`src/rtl/cpu_agen_defines.svh`:
```
// Offsets, field positions, reset values and fixed addresses of the core
`ifndef CPU_AGEN_DEFINES_SVH
`define CPU_AGEN_DEFINES_SVH
// ----------------------------------------
// Register byte offsets
// ----------------------------------------
`define OFS_CMD 8'h00
`define OFS_INSN 8'h04
`define OFS_ACC 8'h08
`define OFS_TEMP 8'h0c
`define OFS_PC 8'h10
`define OFS_BASE 8'h14
`define OFS_MPTR 8'h18
`define OFS_BANK 8'h1c
`define OFS_CCR 8'h20
`define OFS_EA 8'h24
`define OFS_DATA 8'h28
`define OFS_STAT 8'h2c
// ----------------------------------------
// Fields and values
// ----------------------------------------
`define CCR_Z 2
`define STAT_BUSY 0
`define STAT_DONE 1
`define IMM_WORD_BIT 7
`define RESP_OKAY 2'b00
`define RESP_SLVERR 2'b10
`define RST_WORD 16'h0000
// ----------------------------------------
// Address map constants
// ----------------------------------------
`define SHORT_LIMIT 8'h80
`define SHORT_BASE 16'h0080
`define LOW_PAGE 8'h00
`define GENREG_HI 8'h01
`define VEC_BASE 16'hffc0
`define PC_STEP1 16'h0001
`define PC_STEP2 16'h0002
`define DIV_STEPS 5'd16
`define DIV_LAST 5'd1
`endif

```
`src/rtl/cpu_agen_pkg.sv`:
```
// Types shared by the address generation and special operation core
package cpu_agen_pkg;
   // Commands written to the command register
   typedef enum logic [3:0] {
      OP_DIRECT = 4'h0, OP_BIT = 4'h1, OP_EXT = 4'h2, OP_INDEX = 4'h3,
      OP_POINTER = 4'h4, OP_GENREG = 4'h5, OP_IMM = 4'h6,
      OP_VECTOR = 4'h7, OP_REL = 4'h8, OP_INHERENT = 4'h9,
      OP_JUMP_ACC = 4'ha, OP_COPY_PC = 4'hb, OP_MULT = 4'hc,
      OP_DIV = 4'hd, OP_SWAP = 4'he
   } op_e;
   // Sequencer states
   typedef enum logic [2:0] {
      ST_IDLE = 3'b000, ST_DIVIDE = 3'b001, ST_VEC_HI = 3'b010,
      ST_VEC_LO = 3'b011, ST_VEC_LOAD = 3'b100
   } state_e;
   // AXI4-Lite master to slave
   typedef struct packed {
      logic awvalid; logic [7:0] awaddr; logic wvalid;
      logic [31:0] wdata; logic [3:0] wstrb; logic bready;
      logic arvalid; logic [7:0] araddr; logic rready;
   } axi_req_s;
   // AXI4-Lite slave to master
   typedef struct packed {
      logic awready; logic wready; logic bvalid; logic [1:0] bresp;
      logic arready; logic rvalid; logic [31:0] rdata; logic [1:0] rresp;
   } axi_rsp_s;
   // Memory read request
   typedef struct packed {
      logic rd; logic [15:0] addr;
   } mem_req_s;
   // Whole state of the core
   typedef struct packed {
      state_e fsm; axi_rsp_s rsp; mem_req_s mem;
      logic aw_held; logic [7:0] aw_addr; logic w_held;
      logic [31:0] w_data; logic [3:0] w_strb;
      logic [15:0] acc; logic [15:0] temp; logic [15:0] pc;
      logic [15:0] offset_base_register; logic [15:0] memory_pointer;
      logic [2:0] bank_select_pointer; logic [4:0] register_window_select;
      logic [3:0] ccr; logic [7:0] opcode; logic [7:0] operand1;
      logic [7:0] operand2; logic [15:0] ea; logic [2:0] bit_pos;
      logic [15:0] data_word; logic busy; logic done;
      logic [4:0] div_cnt; logic [15:0] div_rem; logic [15:0] div_quo;
      logic [7:0] vec_hi;
   } core_state_s;
endpackage

```
`src/rtl/cpu_agen_core.sv`:
```
// Operand address generation and special operations, AXI4-Lite control
`timescale 1ns/1ns
`include "cpu_agen_defines.svh"

// Contract
// - Short-page operands below 0x80 map low, else banked
// - Bit operands use the same short-page byte map
// - Bit position comes from opcode low three bits
// - Full address: first byte high, second low
// - Indexed: sign-extended offset plus base register
// - Pointer register used directly as address
// - Banked register address high byte fixed 01
// - Immediate bytes are data; opcode picks width
// - Vector entry at 0xFFC0 plus twice index
// - Relative branch adds signed offset to PC
// - Jump via accumulator loads PC from accumulator
// - PC copy gives address of next instruction
// - Multiply low bytes, product into accumulator
// - Multiply leaves condition flags unchanged
// - Divide temp by acc, quotient and remainder
// - Zero divisor sets the zero flag
// - Divide leaves other flags unchanged
// - Swap branches to acc, acc gets next address
// - Bank select pointer is three bits wide
// - Register window select is five bits wide
module cpu_agen_core (
   input wire logic clk_sys, // System clock, 50 MHz
   input wire logic srst, // Synchronous reset, active high
   input wire cpu_agen_pkg::axi_req_s axi_req, // AXI4-Lite requests
   output cpu_agen_pkg::axi_rsp_s axi_rsp, // AXI4-Lite answers
   output cpu_agen_pkg::mem_req_s mem_req, // Vector table read request
   input wire logic [7:0] mem_rdata // Read byte, cycle after request
);

   // ----------------------------------------
   // State
   // ----------------------------------------
   cpu_agen_pkg::core_state_s s; // Registered state
   cpu_agen_pkg::core_state_s next_s; // Next state

   // ----------------------------------------
   // Helper functions
   // ----------------------------------------
   // Apply write strobes to a register image
   function automatic logic [31:0] merge(
      input logic [31:0] old_v,
      input logic [31:0] new_v,
      input logic [3:0] strb
   );
      logic [31:0] r;
      r = old_v;
      for (int i = 0; i < 4; i++) begin
         if (strb[i]) begin
            r[i*8 +: 8] = new_v[i*8 +: 8];
         end
      end
      return r;
   endfunction

   // Short-page byte to full address
   function automatic logic [15:0] short_map(
      input logic [7:0] o,
      input logic [2:0] bank
   );
      logic [15:0] r;
      r = {`LOW_PAGE, o};
      if (o >= `SHORT_LIMIT) begin
         // Upper half relocated into one of eight 128-byte banks
         r = `SHORT_BASE + {6'h00, bank, o[6:0]};
      end
      return r;
   endfunction

   // ----------------------------------------
   // Next-state logic
   // ----------------------------------------
   // Bus slave, command start and sequencer in one process
   always_comb begin
      logic [31:0] m;
      logic [31:0] rd;
      logic [16:0] trial;
      logic [16:0] diff;
      logic start;
      cpu_agen_pkg::op_e cmd;
      m = 32'h0000_0000;
      rd = 32'h0000_0000;
      trial = 17'h0_0000;
      diff = 17'h0_0000;
      start = 1'b0;
      cmd = cpu_agen_pkg::OP_DIRECT;
      next_s = s;

      // Write address capture
      if (s.rsp.awready && axi_req.awvalid) begin
         next_s.aw_held = 1'b1;
         next_s.aw_addr = axi_req.awaddr;
         next_s.rsp.awready = 1'b0;
      end
      // Write data capture
      if (s.rsp.wready && axi_req.wvalid) begin
         next_s.w_held = 1'b1;
         next_s.w_data = axi_req.wdata;
         next_s.w_strb = axi_req.wstrb;
         next_s.rsp.wready = 1'b0;
      end

      // Perform the write once address and data are both held
      if (s.aw_held && s.w_held && !s.rsp.bvalid) begin
         next_s.aw_held = 1'b0;
         next_s.w_held = 1'b0;
         next_s.rsp.bvalid = 1'b1;
         next_s.rsp.bresp = `RESP_OKAY;
         unique case (s.aw_addr)
            `OFS_CMD: begin
               // Commands while busy are dropped
               m = merge(32'h0000_0000, s.w_data, s.w_strb);
               start = !s.busy;
               cmd = cpu_agen_pkg::op_e'(m[3:0]);
            end
            `OFS_INSN: begin
               m = merge({8'h00, s.operand2, s.operand1, s.opcode},
                         s.w_data, s.w_strb);
               if (!s.busy) begin
                  next_s.opcode = m[7:0];
                  next_s.operand1 = m[15:8];
                  next_s.operand2 = m[23:16];
               end
            end
            `OFS_ACC: begin
               m = merge({16'h0000, s.acc}, s.w_data, s.w_strb);
               if (!s.busy) begin
                  next_s.acc = m[15:0];
               end
            end
            `OFS_TEMP: begin
               m = merge({16'h0000, s.temp}, s.w_data, s.w_strb);
               if (!s.busy) begin
                  next_s.temp = m[15:0];
               end
            end
            `OFS_PC: begin
               m = merge({16'h0000, s.pc}, s.w_data, s.w_strb);
               if (!s.busy) begin
                  next_s.pc = m[15:0];
               end
            end
            `OFS_BASE: begin
               m = merge({16'h0000, s.offset_base_register},
                         s.w_data, s.w_strb);
               if (!s.busy) begin
                  next_s.offset_base_register = m[15:0];
               end
            end
            `OFS_MPTR: begin
               m = merge({16'h0000, s.memory_pointer}, s.w_data, s.w_strb);
               if (!s.busy) begin
                  next_s.memory_pointer = m[15:0];
               end
            end
            `OFS_BANK: begin
               m = merge({19'h0_0000, s.register_window_select,
                          5'h00, s.bank_select_pointer},
                         s.w_data, s.w_strb);
               if (!s.busy) begin
                  next_s.bank_select_pointer = m[2:0];
                  next_s.register_window_select = m[12:8];
               end
            end
            `OFS_CCR: begin
               m = merge({28'h000_0000, s.ccr}, s.w_data, s.w_strb);
               if (!s.busy) begin
                  next_s.ccr = m[3:0];
               end
            end
            `OFS_STAT: begin
               // Write one to clear the done flag
               m = merge(32'h0000_0000, s.w_data, s.w_strb);
               if (m[`STAT_DONE]) begin
                  next_s.done = 1'b0;
               end
            end
            `OFS_EA, `OFS_DATA: begin
               // Read-only results, writes ignored
            end
            default: begin
               next_s.rsp.bresp = `RESP_SLVERR;
            end
         endcase
      end
      // Write response accepted, reopen both write channels
      if (s.rsp.bvalid && axi_req.bready) begin
         next_s.rsp.bvalid = 1'b0;
         next_s.rsp.awready = 1'b1;
         next_s.rsp.wready = 1'b1;
      end

      // Read address taken, data answered next cycle
      if (s.rsp.arready && axi_req.arvalid) begin
         next_s.rsp.arready = 1'b0;
         next_s.rsp.rvalid = 1'b1;
         next_s.rsp.rresp = `RESP_OKAY;
         unique case (axi_req.araddr)
            `OFS_CMD: rd = 32'h0000_0000;
            `OFS_INSN: rd = {8'h00, s.operand2, s.operand1, s.opcode};
            `OFS_ACC: rd = {16'h0000, s.acc};
            `OFS_TEMP: rd = {16'h0000, s.temp};
            `OFS_PC: rd = {16'h0000, s.pc};
            `OFS_BASE: rd = {16'h0000, s.offset_base_register};
            `OFS_MPTR: rd = {16'h0000, s.memory_pointer};
            `OFS_BANK: rd = {19'h0_0000, s.register_window_select,
                             5'h00, s.bank_select_pointer};
            `OFS_CCR: rd = {28'h000_0000, s.ccr};
            `OFS_EA: rd = {13'h0000, s.bit_pos, s.ea};
            `OFS_DATA: rd = {16'h0000, s.data_word};
            `OFS_STAT: rd = {30'h0000_0000, s.done, s.busy};
            default: begin
               rd = 32'h0000_0000;
               next_s.rsp.rresp = `RESP_SLVERR;
            end
         endcase
         next_s.rsp.rdata = rd;
      end
      // Read data accepted
      if (s.rsp.rvalid && axi_req.rready) begin
         next_s.rsp.rvalid = 1'b0;
         next_s.rsp.arready = 1'b1;
      end

      // Multi-cycle sequencer
      unique case (s.fsm)
         cpu_agen_pkg::ST_IDLE: begin
         end
         cpu_agen_pkg::ST_DIVIDE: begin
            // One restoring step per clock, divisor stays in acc
            trial = {s.div_rem, s.div_quo[15]};
            diff = trial - {1'b0, s.acc};
            next_s.div_quo = {s.div_quo[14:0], 1'b0};
            next_s.div_rem = trial[15:0];
            if (trial >= {1'b0, s.acc}) begin
               next_s.div_rem = diff[15:0];
               next_s.div_quo = {s.div_quo[14:0], 1'b1};
            end
            next_s.div_cnt = s.div_cnt - `DIV_LAST;
            if (s.div_cnt == `DIV_LAST) begin
               next_s.acc = next_s.div_quo;
               next_s.temp = next_s.div_rem;
               next_s.busy = 1'b0;
               next_s.done = 1'b1;
               next_s.fsm = cpu_agen_pkg::ST_IDLE;
            end
         end
         cpu_agen_pkg::ST_VEC_HI: begin
            // High byte requested, now ask for the low byte
            next_s.mem.addr = s.ea + `PC_STEP1;
            next_s.fsm = cpu_agen_pkg::ST_VEC_LO;
         end
         cpu_agen_pkg::ST_VEC_LO: begin
            // High byte arrives from the even address
            next_s.vec_hi = mem_rdata;
            next_s.mem.rd = 1'b0;
            next_s.fsm = cpu_agen_pkg::ST_VEC_LOAD;
         end
         cpu_agen_pkg::ST_VEC_LOAD: begin
            next_s.pc = {s.vec_hi, mem_rdata};
            next_s.busy = 1'b0;
            next_s.done = 1'b1;
            next_s.fsm = cpu_agen_pkg::ST_IDLE;
         end
         default: begin
            next_s.busy = 1'b0;
            next_s.fsm = cpu_agen_pkg::ST_IDLE;
         end
      endcase

      // Command execution, single-cycle unless noted
      if (start) begin
         next_s.done = 1'b1;
         unique case (cmd)
            cpu_agen_pkg::OP_DIRECT: begin
               next_s.ea = short_map(s.operand1, s.bank_select_pointer);
            end
            cpu_agen_pkg::OP_BIT: begin
               next_s.ea = short_map(s.operand1,
                                     s.bank_select_pointer);
               next_s.bit_pos = s.opcode[2:0];
            end
            cpu_agen_pkg::OP_EXT: begin
               next_s.ea = {s.operand1, s.operand2};
            end
            cpu_agen_pkg::OP_INDEX: begin
               next_s.ea = s.offset_base_register +
                           {{8{s.operand1[7]}}, s.operand1};
            end
            cpu_agen_pkg::OP_POINTER: begin
               next_s.ea = s.memory_pointer;
            end
            cpu_agen_pkg::OP_GENREG: begin
               next_s.ea = {`GENREG_HI, s.register_window_select,
                            s.opcode[2:0]};
            end
            cpu_agen_pkg::OP_IMM: begin
               // Byte form zero-extends, word form is high then low
               next_s.data_word = {`LOW_PAGE, s.operand1};
               if (s.opcode[`IMM_WORD_BIT]) begin
                  next_s.data_word = {s.operand1, s.operand2};
               end
            end
            cpu_agen_pkg::OP_VECTOR: begin
               // Table read takes three more cycles
               next_s.ea = `VEC_BASE +
                           {12'h000, s.opcode[2:0], 1'b0};
               next_s.mem.addr = next_s.ea;
               next_s.mem.rd = 1'b1;
               next_s.busy = 1'b1;
               next_s.done = 1'b0;
               next_s.fsm = cpu_agen_pkg::ST_VEC_HI;
            end
            cpu_agen_pkg::OP_REL: begin
               // Base is the address after the two-byte branch
               next_s.pc = s.pc + `PC_STEP2 +
                           {{8{s.operand1[7]}}, s.operand1};
            end
            cpu_agen_pkg::OP_INHERENT: begin
               next_s.pc = s.pc + `PC_STEP1;
            end
            cpu_agen_pkg::OP_JUMP_ACC: begin
               next_s.pc = s.acc;
            end
            cpu_agen_pkg::OP_COPY_PC: begin
               next_s.acc = s.pc + `PC_STEP1;
               next_s.pc = s.pc + `PC_STEP1;
            end
            cpu_agen_pkg::OP_MULT: begin
               // Flags untouched, temp untouched
               next_s.acc = {8'h00, s.acc[7:0]} *
                            {8'h00, s.temp[7:0]};
            end
            cpu_agen_pkg::OP_DIV: begin
               // Only the zero flag may change
               if (s.acc == `RST_WORD) begin
                  next_s.ccr[`CCR_Z] = 1'b1;
               end
               next_s.div_rem = `RST_WORD;
               next_s.div_quo = s.temp;
               next_s.div_cnt = `DIV_STEPS;
               next_s.busy = 1'b1;
               next_s.done = 1'b0;
               next_s.fsm = cpu_agen_pkg::ST_DIVIDE;
            end
            cpu_agen_pkg::OP_SWAP: begin
               next_s.pc = s.acc;
               next_s.acc = s.pc + `PC_STEP1;
            end
            default: begin
               // Unused command code does nothing
               next_s.done = s.done;
            end
         endcase
      end
   end

   // ----------------------------------------
   // State register
   // ----------------------------------------
   // Reset clears everything and opens the bus channels
   always_ff @(posedge clk_sys) begin
      if (srst) begin
         s <= '0;
         s.rsp.awready <= 1'b1;
         s.rsp.wready <= 1'b1;
         s.rsp.arready <= 1'b1;
      end else begin
         s <= next_s;
      end
   end

   // ----------------------------------------
   // Outputs
   // ----------------------------------------
   assign axi_rsp = s.rsp; // Registered bus answers
   assign mem_req = s.mem; // Registered memory request

endmodule

```
`config.mk`:
```
export PLATFORM = sky130hd
export DESIGN_NAME = cpu_agen_core
export DESIGN_NICKNAME = d
export VERILOG_FILES = /design/src/rtl/cpu_agen_pkg.sv /design/src/rtl/cpu_agen_core.sv
export VERILOG_INCLUDE_DIRS = /design/src /design/src/rtl
export SDC_FILE = /design/constraint.sdc
export NUM_CORES = 1
export LEC_CHECK = 0
export BUFFER_PORTS_ARGS = -buffer_cell sky130_fd_sc_hd__buf_4
export CAP_MARGIN = 20
export CORE_MARGIN = 2
export CORE_UTILIZATION = 25
export DETAILED_ROUTE_END_ITERATION = 6
export PLACE_DENSITY = 0.38
export SLEW_MARGIN = 20
export SYNTH_ARGS = -nofsm -noshare
export SYNTH_HDL_FRONTEND = slang
export SYNTH_SLANG_ARGS = --single-unit
```
`constraint.sdc`:
```
create_clock -name clk_sys -period 6.6 [get_ports clk_sys]
set_input_delay 0.66 -clock clk_sys [delete_from_list [all_inputs] [get_ports clk_sys]]
set_output_delay 0.66 -clock clk_sys [all_outputs]
set_load 0.01 [all_outputs]
```
* Yosys cells after proc, flatten, opt, wreduce, memory -nomap -nowiden *
Index checks and enable logic that the tools add are counted.

operators by class
  magnitude comparators = 2
  muxes and demuxes = 76
  reductions and logical operators = 40
  $add $sub $neg = 9
  bitwise gates (word level) = 1
  equality and inequality tests = 42
  multiply operators = 1

operators by type and width
  cell                     number
  $pmux W24 S11            1
  $mux W16                 15
  $mux W8                  15
  $mux W116                1
  $mux W32                 3
  $pmux W16 S6             1
  $mux W37                 2
  $eq A8 B5 Y1 const B     8
  $eq A8 B6 Y1 const B     8
  $mux W24                 2
  $pmux W16 S3             1
  $reduce_and A4 Y1        10
  $mux W39                 1
  $mux W17                 2
  $add A16 B1 Y16 const B  2
  $add A16 B16 Y16         2
  $eq A8 B4 Y1 const B     4
  $pmux W16 S2             1
  $eq A4 B4 Y1 const B     7
  $mux W4                  6
  $reduce_or A12 Y1        2
  $ge A17 B16 Y1           1
  $add A16 B2 Y16 const B  1
  $eq A4 B3 Y1 const B     4
  34 further kinds         71

word-level totals
  word-level logic and storage cells = 210
  input bits = 67
  output and inout bits = 58
  bits in registers = 296

* Depth between registers and ports, before layout *
Gate-level depths: netlist of run 1.

  depth in word-level cells = 10
  depth in mapped cells = 18
  mapped depth without buffers = 17

* Worst setup path before layout of run 1 *
OpenSTA, ideal clock, no wires.

  kind = register -> register
  from = register s[182] in the netlist's numbering
  to = register s[197] in the netlist's numbering
  cell stages (with the launch flop) = 17
  library setup time = 130 ps
  arrival time = 4396 ps
  path buffers = 1
  clock period less this slack = 4526 ps
  data required time = 6470 ps
  setup slack = 2074 ps
  cells stage by stage = dfxtp_1 -> clkbuf_1 -> nand2_1 -> fa_1 -> fa_1 -> inv_1 -> fa_1 -> inv_1 -> fa_1 -> inv_1 -> ha_1 -> or3_1 -> o22a_1 -> a221oi_1 -> o21ai_0 -> xnor2_1 -> o22ai_1

on the way
  word-level cells in the longest chain between the ends = 3

RTL lines
  item                      RTL line              RTL
  start: declaration        cpu_agen_core.sv:38   cpu_agen_pkg::core_state_s s;
  start signal: assignment  cpu_agen_core.sv:373  s <= next_s;
  $mul A8 B8 Y16            cpu_agen_core.sv:335  next_s.acc = {8'h00, s.acc[7:0]} *
  $pmux W16 S2              cpu_agen_core.sv:278  unique case (cmd)
  $mux W16                  cpu_agen_core.sv:276  if (start) begin

Every way passes these cells.
A chain may end at the register's enable or synchronous reset.

* Final worst setup path of run 1 *
  from = register s[184] in the netlist's numbering
  to = register s[197] in the netlist's numbering

Same word-level chain as after synthesis.

==> flow_summary.ini, run 1 <==
[sta]
fin_crit_ns = 5.11
rsz0062_at_grt = false
hold_violations = 0
max_freq_mhz = 196
clock_skew_ns = 0.0384
worst_pin_slew_ns = 1.11
slew_viol_final = 0
fin_setup_tns_ns = 0
period_share_pct = 77.4
relSlewSlack_pct = 25.0
setup_viol = 0

[floorplanning]
die_w_um = 282
pin_count = 125
rows = 101
die-height_um = 282
core_region_area_mm2 = 0.0762
die_area_mm2 = 0.0795
initial_core_util_pct = 25.4

[synth]
synth_edf_count = 0
synth-seq-area-share_pct = 29.6
syn_area_mm2 = 0.0193
yosys-top-cells-area = dfxtp_1 (30%), ha_1 (6.5%), nand2_1 (6.2%)
yosys_warnings = 0
synth-seq-cells = 286
synth_most_common_cell = nand2_1
ys_types = 83
synthSimpleGateAreaFrac_pct = 21.3
synth_compound_area_share_pct = 21.2
synth_ff_type = dfxtp_1
syn_area_per_cell_um2 = 7.92
async_flop_share_pct = 0
yosys-mux-area-fraction_pct = 6.48
synthTopCellsByCount = nand2_1 (317), dfxtp_1 (286), nor2_1 (218)
synth_top_family_by_area = simple AND/OR/NAND/NOR gates
yosys.area_share.adder_pct = 10.6
synth_top_area_share_pct = 29.6
yosysTopAreaCell = dfxtp_1
synthXorXnorAreaFrac_pct = 3.58
synthCells = 2439

[global_route]
grt_pass1_wl_um = 124000
antenna_found_initial = 2
grtUsageMet3_pct = 3.85
gr-usage-met2_pct = 33.9
grt_max_degree = 175
grt_pass1_vias = 17600
overflow = 0
gr-usage-met1_pct = 28.7
busiest_layer = met2
grtUsageTotal_pct = 21.2

[clocking]
post_cts_buffers = 0
root_buffer = clkbuf_16
cts.hold.buffers_added = 0
cts.clk_slew.worst_paths_ns = 0.06
cts_resized = 0
numCtsBuffers = 37
cts_tree = done
cts_buffer_depth = 3
clk_latency_ns = 0.59
clock_sinks = 286
cts_max_level = 2

[power_and_ir_drop]
max-vdd-ir-drop_mv = 0.159
p_leak_nw = 8.77
power_density_mw_per_mm2 = 188

[layout]
finalNetCount = 2629
drive_above_1_share_pct = 10.2
fin_util_pct = 28.9
stdcell_count = 3482
fill_cells = 8270
area_growth_syn_to_layout_pct = 14.1

[worst_setup_path]
critPathLaunchType = register
cp_common_cell = fa_1
worstPathRequired_ns = 7.02
critPathSlowestCell = dfxtp_1
r2r_setup_slack_ns = 1.49
setup.worst_path.class = reg2reg
r2r_cells = 14
cp_slowest_stage_delay_ns = 0.85
critPathArrivalTime_ns = 5.53
crit_buf_inv = 2
cp-end-kind = register
cp_num_cells = 14
cp_cell_sequence = and2_1 -> fa_1 -> fa_1 -> fa_1 -> inv_1 -> fa_1 -> inv_1 -> ha_1 -> or3_1 -> o22a_1 -> a221oi_1 -> o21ai_0 -> xnor2_1 -> o22ai_1
crit_fanout = 13
critical-path-top-delay-family = adder cells

[placement]
dp_hpwl_um = 62600
dp.cells = 3413
place_congestion = 0.934
port_buffers = 105

[job]
max_cap_viol_count = 0

[drt]
wl_per_cell_um = 24.8
drt_iter0_drc = 1823
drt_wl_total_um = 86200
detail_route.vias_per_cell = 5.29
drc = 0
first_pass_iters = 5
drtAntennaViolNets = 0
num_vias = 18400

[min_path]
worstHoldPathCells = 2
hp-class = in2reg

[outcome]
outcome = completed
## layer usage
layer / wire, um / part of all wire, % / vias up
li1: - / - / 8585
met1: 38900 / 45 / 9113
met2: 39100 / 45 / 599
met3: 5400 / 6.3 / 126
met4: 2770 / 3.2 / 2
met5: 9 / 0.010 / -
## final timing paths
path,startpoint,end
setup / recovery,s[184],s[197]
hold / removal,axi_req[47],axi_rsp[39]
setup reg to reg,s[184],s[197]
hold reg to reg,s[221],s[85]
## cells in the final DEF (no fill, tap or decap), types with 16 or more instances in the layout
| master | netlist | final |
|---|---|---|
| a211oi_1 | 52 | 52 |
| a21o_1 | 33 | 33 |
| a21oi_1 | 215 | 215 |
| a221oi_1 | 27 | 27 |
| a22oi_1 | 50 | 50 |
| a31oi_1 | 21 | 20 |
| and2_1 | 61 | 61 |
| and3_1 | 20 | 20 |
| buf_4 | 62 | 151 |
| clkbuf_16 | 0 | 37 |
| dfxtp_1 | 286 | 286 |
| fa_1 | 39 | 39 |
| ha_1 | 101 | 101 |
| inv_1 | 82 | 82 |
| mux2i_1 | 116 | 116 |
| nand2_1 | 317 | 317 |
| nand3_1 | 88 | 88 |
| nor2_1 | 218 | 218 |
| nor3_1 | 40 | 40 |
| nor4_1 | 22 | 18 |
| o21a_1 | 16 | 16 |
| o21ai_0 | 111 | 111 |
| o22ai_1 | 16 | 16 |
| xnor2_1 | 52 | 52 |
| xor2_1 | 27 | 27 |
## sequential cells by signal, summed over array words and instances (netlist names)
name / cells
axi_rsp: 31
mem_req: 17
s: 238
## cell families after synthesis
group                    Yosys count
other                              1
multiplexers                     124
flip-flops                       286
XOR/XNOR                          79
AND/OR/NAND/NOR                  869
adder cells (fa/ha/maj)          140
buffers and inverters            300
AO/OA/AOI/OAI                    640
## layout make-up
class / instances / area (um^2) / area share, %
multi-input cells: 1862 / 12300 / 55.8
flip-flops and latches: 286 / 5730 / 26.0
well taps: 1030 / 1290 / 5.85
repair buffers: 153 / 1170 / 5.30
clock buffers: 59 / 1100 / 4.98
inverters: 82 / 308 / 1.40
clock inverters: 9 / 143 / 0.647
diodes: 1 / 2.50 / 0.0114
## per-stage QoR
stage          power (mW)  instance area, um^2  setup WS (ns)  hold WS, ns
6_report             4.15                22000           1.49        0.306
5_1_grt              4.28                22000           1.23        0.300
4_1_cts              4.19                22000           1.46        0.275
3_5_place_dp         2.05                20800           1.48        0.447
3_3_place_gp         2.05                20800           1.51        0.440
2_1_floorplan        1.93                19400           2.07        0.432
## power by group
part           internal (mW)  switching [mW]  total, mW  leakage [nW]
sequential              1.75          0.0309       1.78          2.31
clock                   1.27           0.868       2.13         0.609
combinational         0.0698           0.165      0.235          5.85
Note: power is estimated with default switching activity, not from simulation.
==> run 2: changes to the inputs <==
- ABC_AREA: not set -> 1
- PLACE_DENSITY: 0.38 -> 0.39
- clock period: 6.6 -> 4.3 ns (I/O delays scaled with it)
==> flow_summary.ini, run 2 <==
[placement]
dp_hpwl_um = 65500
place_congestion = 0.899
dp_slack_ns = 0.0599
port_buffers = 105
placed_cell_area_mm2 = 0.0215

[floorplanning]
die-height_um = 286
rows = 103
pin_count = 125
die_area_mm2 = 0.0821
core_region_area_mm2 = 0.0790
initial_core_util_pct = 25.2
die_w_um = 286

[synth]
ys_types = 58
async_flop_share_pct = 0
synth-seq-area-share_pct = 28.7
synth-seq-cells = 286
yosysTopAreaCell = dfxtp_1
synth_top_area_share_pct = 28.7
syn_area_per_cell_um2 = 6.60
synth_ff_type = dfxtp_1
synthCells = 3024
synth_most_common_cell = nand2_1
yosys-top-cells-area = dfxtp_1 (29%), nand2_1 (13%), inv_1 (7.2%)
yosys_warnings = 0
synth_edf_count = 0
synthTopCellsByCount = nand2_1 (687), inv_1 (383), dfxtp_1 (286)
syn_area_mm2 = 0.0199

[global_route]
grt_pass1_vias = 19300
overflow = 0
antenna_found_initial = 2
grt_pass1_wl_um = 125000
grtUsageTotal_pct = 20.3
grt_max_degree = 69

[clocking]
cts_tree = done
cts_buffer_depth = 3
cts.hold.buffers_added = 0
cts.clk_slew.worst_paths_ns = 0.06
clk_latency_ns = 0.58
root_buffer = clkbuf_16
clock_sinks = 286
cts_max_level = 2
numCtsBuffers = 40

[drt]
num_vias = 20000
first_pass_iters = 6
drtAntennaViolNets = 0
drt_iter0_drc = 1626
drt_wl_total_um = 84500
detail_route.vias_per_cell = 4.84
wl_per_cell_um = 20.5
drc = 0

[power_and_ir_drop]
power.switching_mw = 1.69
p_leak_nw = 10.5
max-vdd-ir-drop_mv = 0.218
sequentialPowerShare_pct = 41.6
switching_share_pct = 25.5
pwr-share-clk_pct = 53.1
power.internal_mw = 4.95
power_density_mw_per_mm2 = 290
finalPower_mw = 6.64
p_comb_share_pct = 5.3

[worst_setup_path]
setup.worst_path.class = reg2reg
critPathLaunchType = register
worstPathRequired_ns = 4.79
cp-end-kind = register
critPathArrivalTime_ns = 4.57
crit_fanout = 5
r2r_cells = 19

[sta]
worst_pin_slew_ns = 0.987
fin_crit_ns = 4.07
setup_viol = 0
max_freq_mhz = 245
relSlewSlack_pct = 34.1
hold_violations = 0
slew_viol_final = 0
fin_ws_ns = 0.226
period_share_pct = 94.7
clock_skew_ns = 0.0256

[outcome]
outcome = completed

[layout]
fin_util_pct = 29.0
layout_commonest_cell = nand2_1
drive_above_1_share_pct = 10.6
largest_reg_flops = 238
finalNetCount = 3255
area_growth_syn_to_layout_pct = 15.0
final_cell_mix = nand2_1 (686), inv_1 (383), nor2_1 (276)
stdcell_area_mm2 = 0.0229
top_register = s

[min_path]
hp-class = in2reg
worstHoldPathCells = 3

[job]
max_cap_viol_count = 0
## run 2: logic make-up after synthesis
logic type / count (synthesis) / share of synthesized area (%)
buffers and inverters: 591 / 12.8
other: 1 / 0.0188
AO/OA/AOI/OAI: 662 / 18.0
XOR/XNOR: 42 / 1.84
AND/OR/NAND/NOR: 1302 / 28.4
flip-flops: 286 / 28.7
adder cells (fa/ha/maj): 140 / 10.3
## run 2: metrics by stage
stage	instances	TNS [ns]	hold slack, ns
after floorplan	3033	0	0.424
after global placement	4056	0	0.435
after detailed placement	4056	0	0.437
after CTS	4127	0	0.0504
after global routing	4127	-0.0386	0.0836
final	4128	0	0.0868
## run 2: power by group through the flow
stage / clock network, mW / registers, mW / logic [mW]
4_1_cts: 3.62 / 2.76 / 0.352
3_3_place_gp: 0 / 2.82 / 0.350
6_report: 3.53 / 2.76 / 0.351
5_1_grt: 3.72 / 2.77 / 0.384
3_5_place_dp: 0 / 2.82 / 0.351
2_1_floorplan: 0 / 2.78 / 0.220
## run 2: routing by layer
layer / GRT usage, % / vias up / part of all wire, %
met1: 29.8 / 9511 / 49
met2: 31.1 / 572 / 43
li1: - / 9814 / -
met5: 0 / - / 0
met3: 3.06 / 84 / 6.1
met4: 4.16 / 0 / 1.9
## run 2: worst paths after layout
check	slack, ns	end	startpoint
max	0.23	s[192]	s[171]
min	0.09	axi_rsp[35]	axi_req[0]
max reg2reg	0.23	s[192]	s[171]
min reg2reg	0.44	s[102]	s[102]
## run 2: what timing repair did
item                       4_1_cts  5_1_grt
resized for setup                0       21
buffers inserted                 0        0
setup endpoints to repair        0        7
## run 2: area by class of cell
class,instances,area (um^2)
diodes,1,2.50
well taps,1050,1310
clock inverters,10,190
fillers,8741,56100
clock buffers,61,1190
flip-flops and latches,286,5750
repair buffers,159,1190
multi-input cells,2156,11800
inverters,405,1530
## run 2: critical path: stages, from the launching register on
cell and delay, ns:
dfxtp_4 0.37, nand2_1 0.07, fa_1 0.53, fa_1 0.54, inv_1 0.05, fa_1 0.53, inv_1 0.06, fa_1 0.53
inv_1 0.04, ha_1 0.30, inv_1 0.11, o21ai_0 0.09, nand3_1 0.09, nand3_2 0.10, buf_4 0.15, nand2_1 0.05
nand2_1 0.05, o21ai_1 0.12, nand2_1 0.06, a21oi_1 0.13
==> run 3: changes to the inputs <==
- PLACE_DENSITY: 0.39 -> 0.44
==> flow_summary.ini, run 3 (synthesis gave the netlist of run 2 again) <==
[outcome]
outcome = completed

[worst_setup_path]
critPathSlowestCell = fa_1
setup.worst_path.class = reg2reg
cp_cell_sequence = nand2_1 -> fa_1 -> fa_1 -> inv_1 -> fa_1 -> inv_1 -> fa_1 -> inv_1 -> ha_1 -> inv_1 -> nor3_1 -> nand2_1 -> nand3_2 -> nand3_1 -> nand2_1 -> nand2_1 -> nand3_1 -> nand2_1 -> nand2_1 -> a21oi_1
cp_common_cell = nand2_1
cp-startpoint = s[173]
worstPathRequired_ns = 4.72
worstReg2RegStart = s[173]
crit_fanout = 5
cp-end-kind = register
cp_slowest_stage_delay_ns = 0.55
critPathArrivalTime_ns = 4.49
critPathLaunchType = register

[sta]
whs_ns = 0.0887
hold_violations = 0
clock_skew_ns = 0.0271
max_freq_mhz = 246
setup_viol = 0
period_share_pct = 94.7
fin_crit_ns = 4.07
worst_pin_slew_ns = 1.10
relSlewSlack_pct = 26.7
slew_viol_final = 0

[layout]
drive_above_1_share_pct = 10.6
fin_util_pct = 29.0
layout_commonest_cell = nand2_1
final_cell_mix = nand2_1 (686), inv_1 (383), nor2_1 (276), dfxtp_1 (276), a21oi_1 (253)
stdcell_area_mm2 = 0.0229
top_register = s
finalNetCount = 3252
fill_cells = 8884
largest_reg_flops = 238
area_growth_syn_to_layout_pct = 14.9
num_antenna_cells = 0

[power_and_ir_drop]
switching_share_pct = 25.1
finalPower_mw = 6.63
power.switching_mw = 1.66
pwr-share-clk_pct = 53.1
power_density_mw_per_mm2 = 289
p_comb_share_pct = 5.3
p_leak_nw = 10.5
max-vdd-ir-drop_mv = 0.214
power.internal_mw = 4.97
sequentialPowerShare_pct = 41.6

[clocking]
cts_max_level = 2
cts.clk_slew.worst_paths_ns = 0.06
root_buffer = clkbuf_16
clock_sinks = 286
numCtsBuffers = 39
cts_buffer_depth = 3
cts.hold.buffers_added = 0
cts_tree = done
clk_latency_ns = 0.58

[drt]
num_vias = 19800
wl_met2_um = 34600
drt_wl_total_um = 80300
drtAntennaViolNets = 0
top_layer_used = met4
drc = 0
detail_route.vias_per_cell = 4.79
route.met3.wl_um = 4990
drt_iter0_drc = 1796
wl_met1_um = 38800
first_pass_iters = 5
wl_per_cell_um = 19.5

[global_route]
grt_pass1_wl_um = 119000
grtUsageTotal_pct = 19.2
grt_max_degree = 69
antenna_found_initial = 2
grt_pass1_vias = 18600
overflow = 0

[min_path]
hold_path_startpoint = axi_req[0]
hp-class = in2reg

[floorplanning]
die_area_mm2 = 0.0821
pin_count = 125
die-height_um = 286
rows = 103
core_region_area_mm2 = 0.0790
initial_core_util_pct = 25.2
die_w_um = 286

[placement]
placed_cell_area_mm2 = 0.0215
port_buffers = 105
dp_hpwl_um = 61700
place_congestion = 0.899

[job]
max_cap_viol_count = 0
## run 3: changes by cell type in the layout (fill, tap and decap cells not counted), sizes merged
cell      delta
diode        -1
clkinvlp     +2
inv          +3
bufinv       +2
clkinv       -4
buf          -2
clkbuf       -5
## run 3: layout make-up
| cell class | count | area (um^2) | area share, % |
|---|---|---|---|
| multi-input cells | 2156 | 11800 | 51.4 |
| flip-flops and latches | 286 | 5750 | 25.1 |
| inverters | 405 | 1530 | 6.67 |
| well taps | 1050 | 1310 | 5.73 |
| repair buffers | 157 | 1180 | 5.14 |
| clock buffers | 56 | 1120 | 4.88 |
| clock inverters | 13 | 243 | 1.06 |
## run 3: through the flow
stage / cells / setup WS [ns] / setup TNS (ns)
after global routing: 4123 / -0.00779 / -0.0120
after CTS: 4122 / 0.0693 / 0
after floorplan: 3033 / 0.0873 / 0
final: 4123 / 0.229 / 0
after global placement: 4053 / 0.106 / 0
after detailed placement: 4053 / 0.0945 / 0
## run 3: worst paths after layout
path / endpoint / slack (ns) / cells past startpoint
worst min-delay path: axi_rsp[35] / 0.09 / 3
worst max register to register: s[194] / 0.23 / 20
worst max-delay path: s[194] / 0.23 / 20
worst min register to register: s[103] / 0.45 / 2
## run 3: power groups by stage
stage,clock network (mW),registers (mW),logic [mW]
after floorplan,0,2.78,0.220
after global placement,0,2.82,0.353
after detailed placement,0,2.82,0.353
after CTS,3.61,2.76,0.353
after global routing,3.72,2.76,0.386
final,3.52,2.76,0.350
## run 3: worst max-delay path, delay by kind of cell (launching register included)
kind,cells,cell delay (ns)
AOI/OAI and AO/OA,1,0.06
adders and majority gates,5,2.39
DFF,1,0.37
buffers and inverters,4,0.22
and+or+nand+nor,10,0.89
## run 3: timing repair
item,4_1_cts,5_1_grt
buffers inserted,0,1
resized for setup,0,28
setup endpoints to repair,0,7
## run 3: routing by layer
layer  up-vias  global-route usage, %
met1      9233                   27.9
li1       9833                      -
met4         0                   4.99
met2       597                   29.4
met5         -                      0
met3        98                   2.80
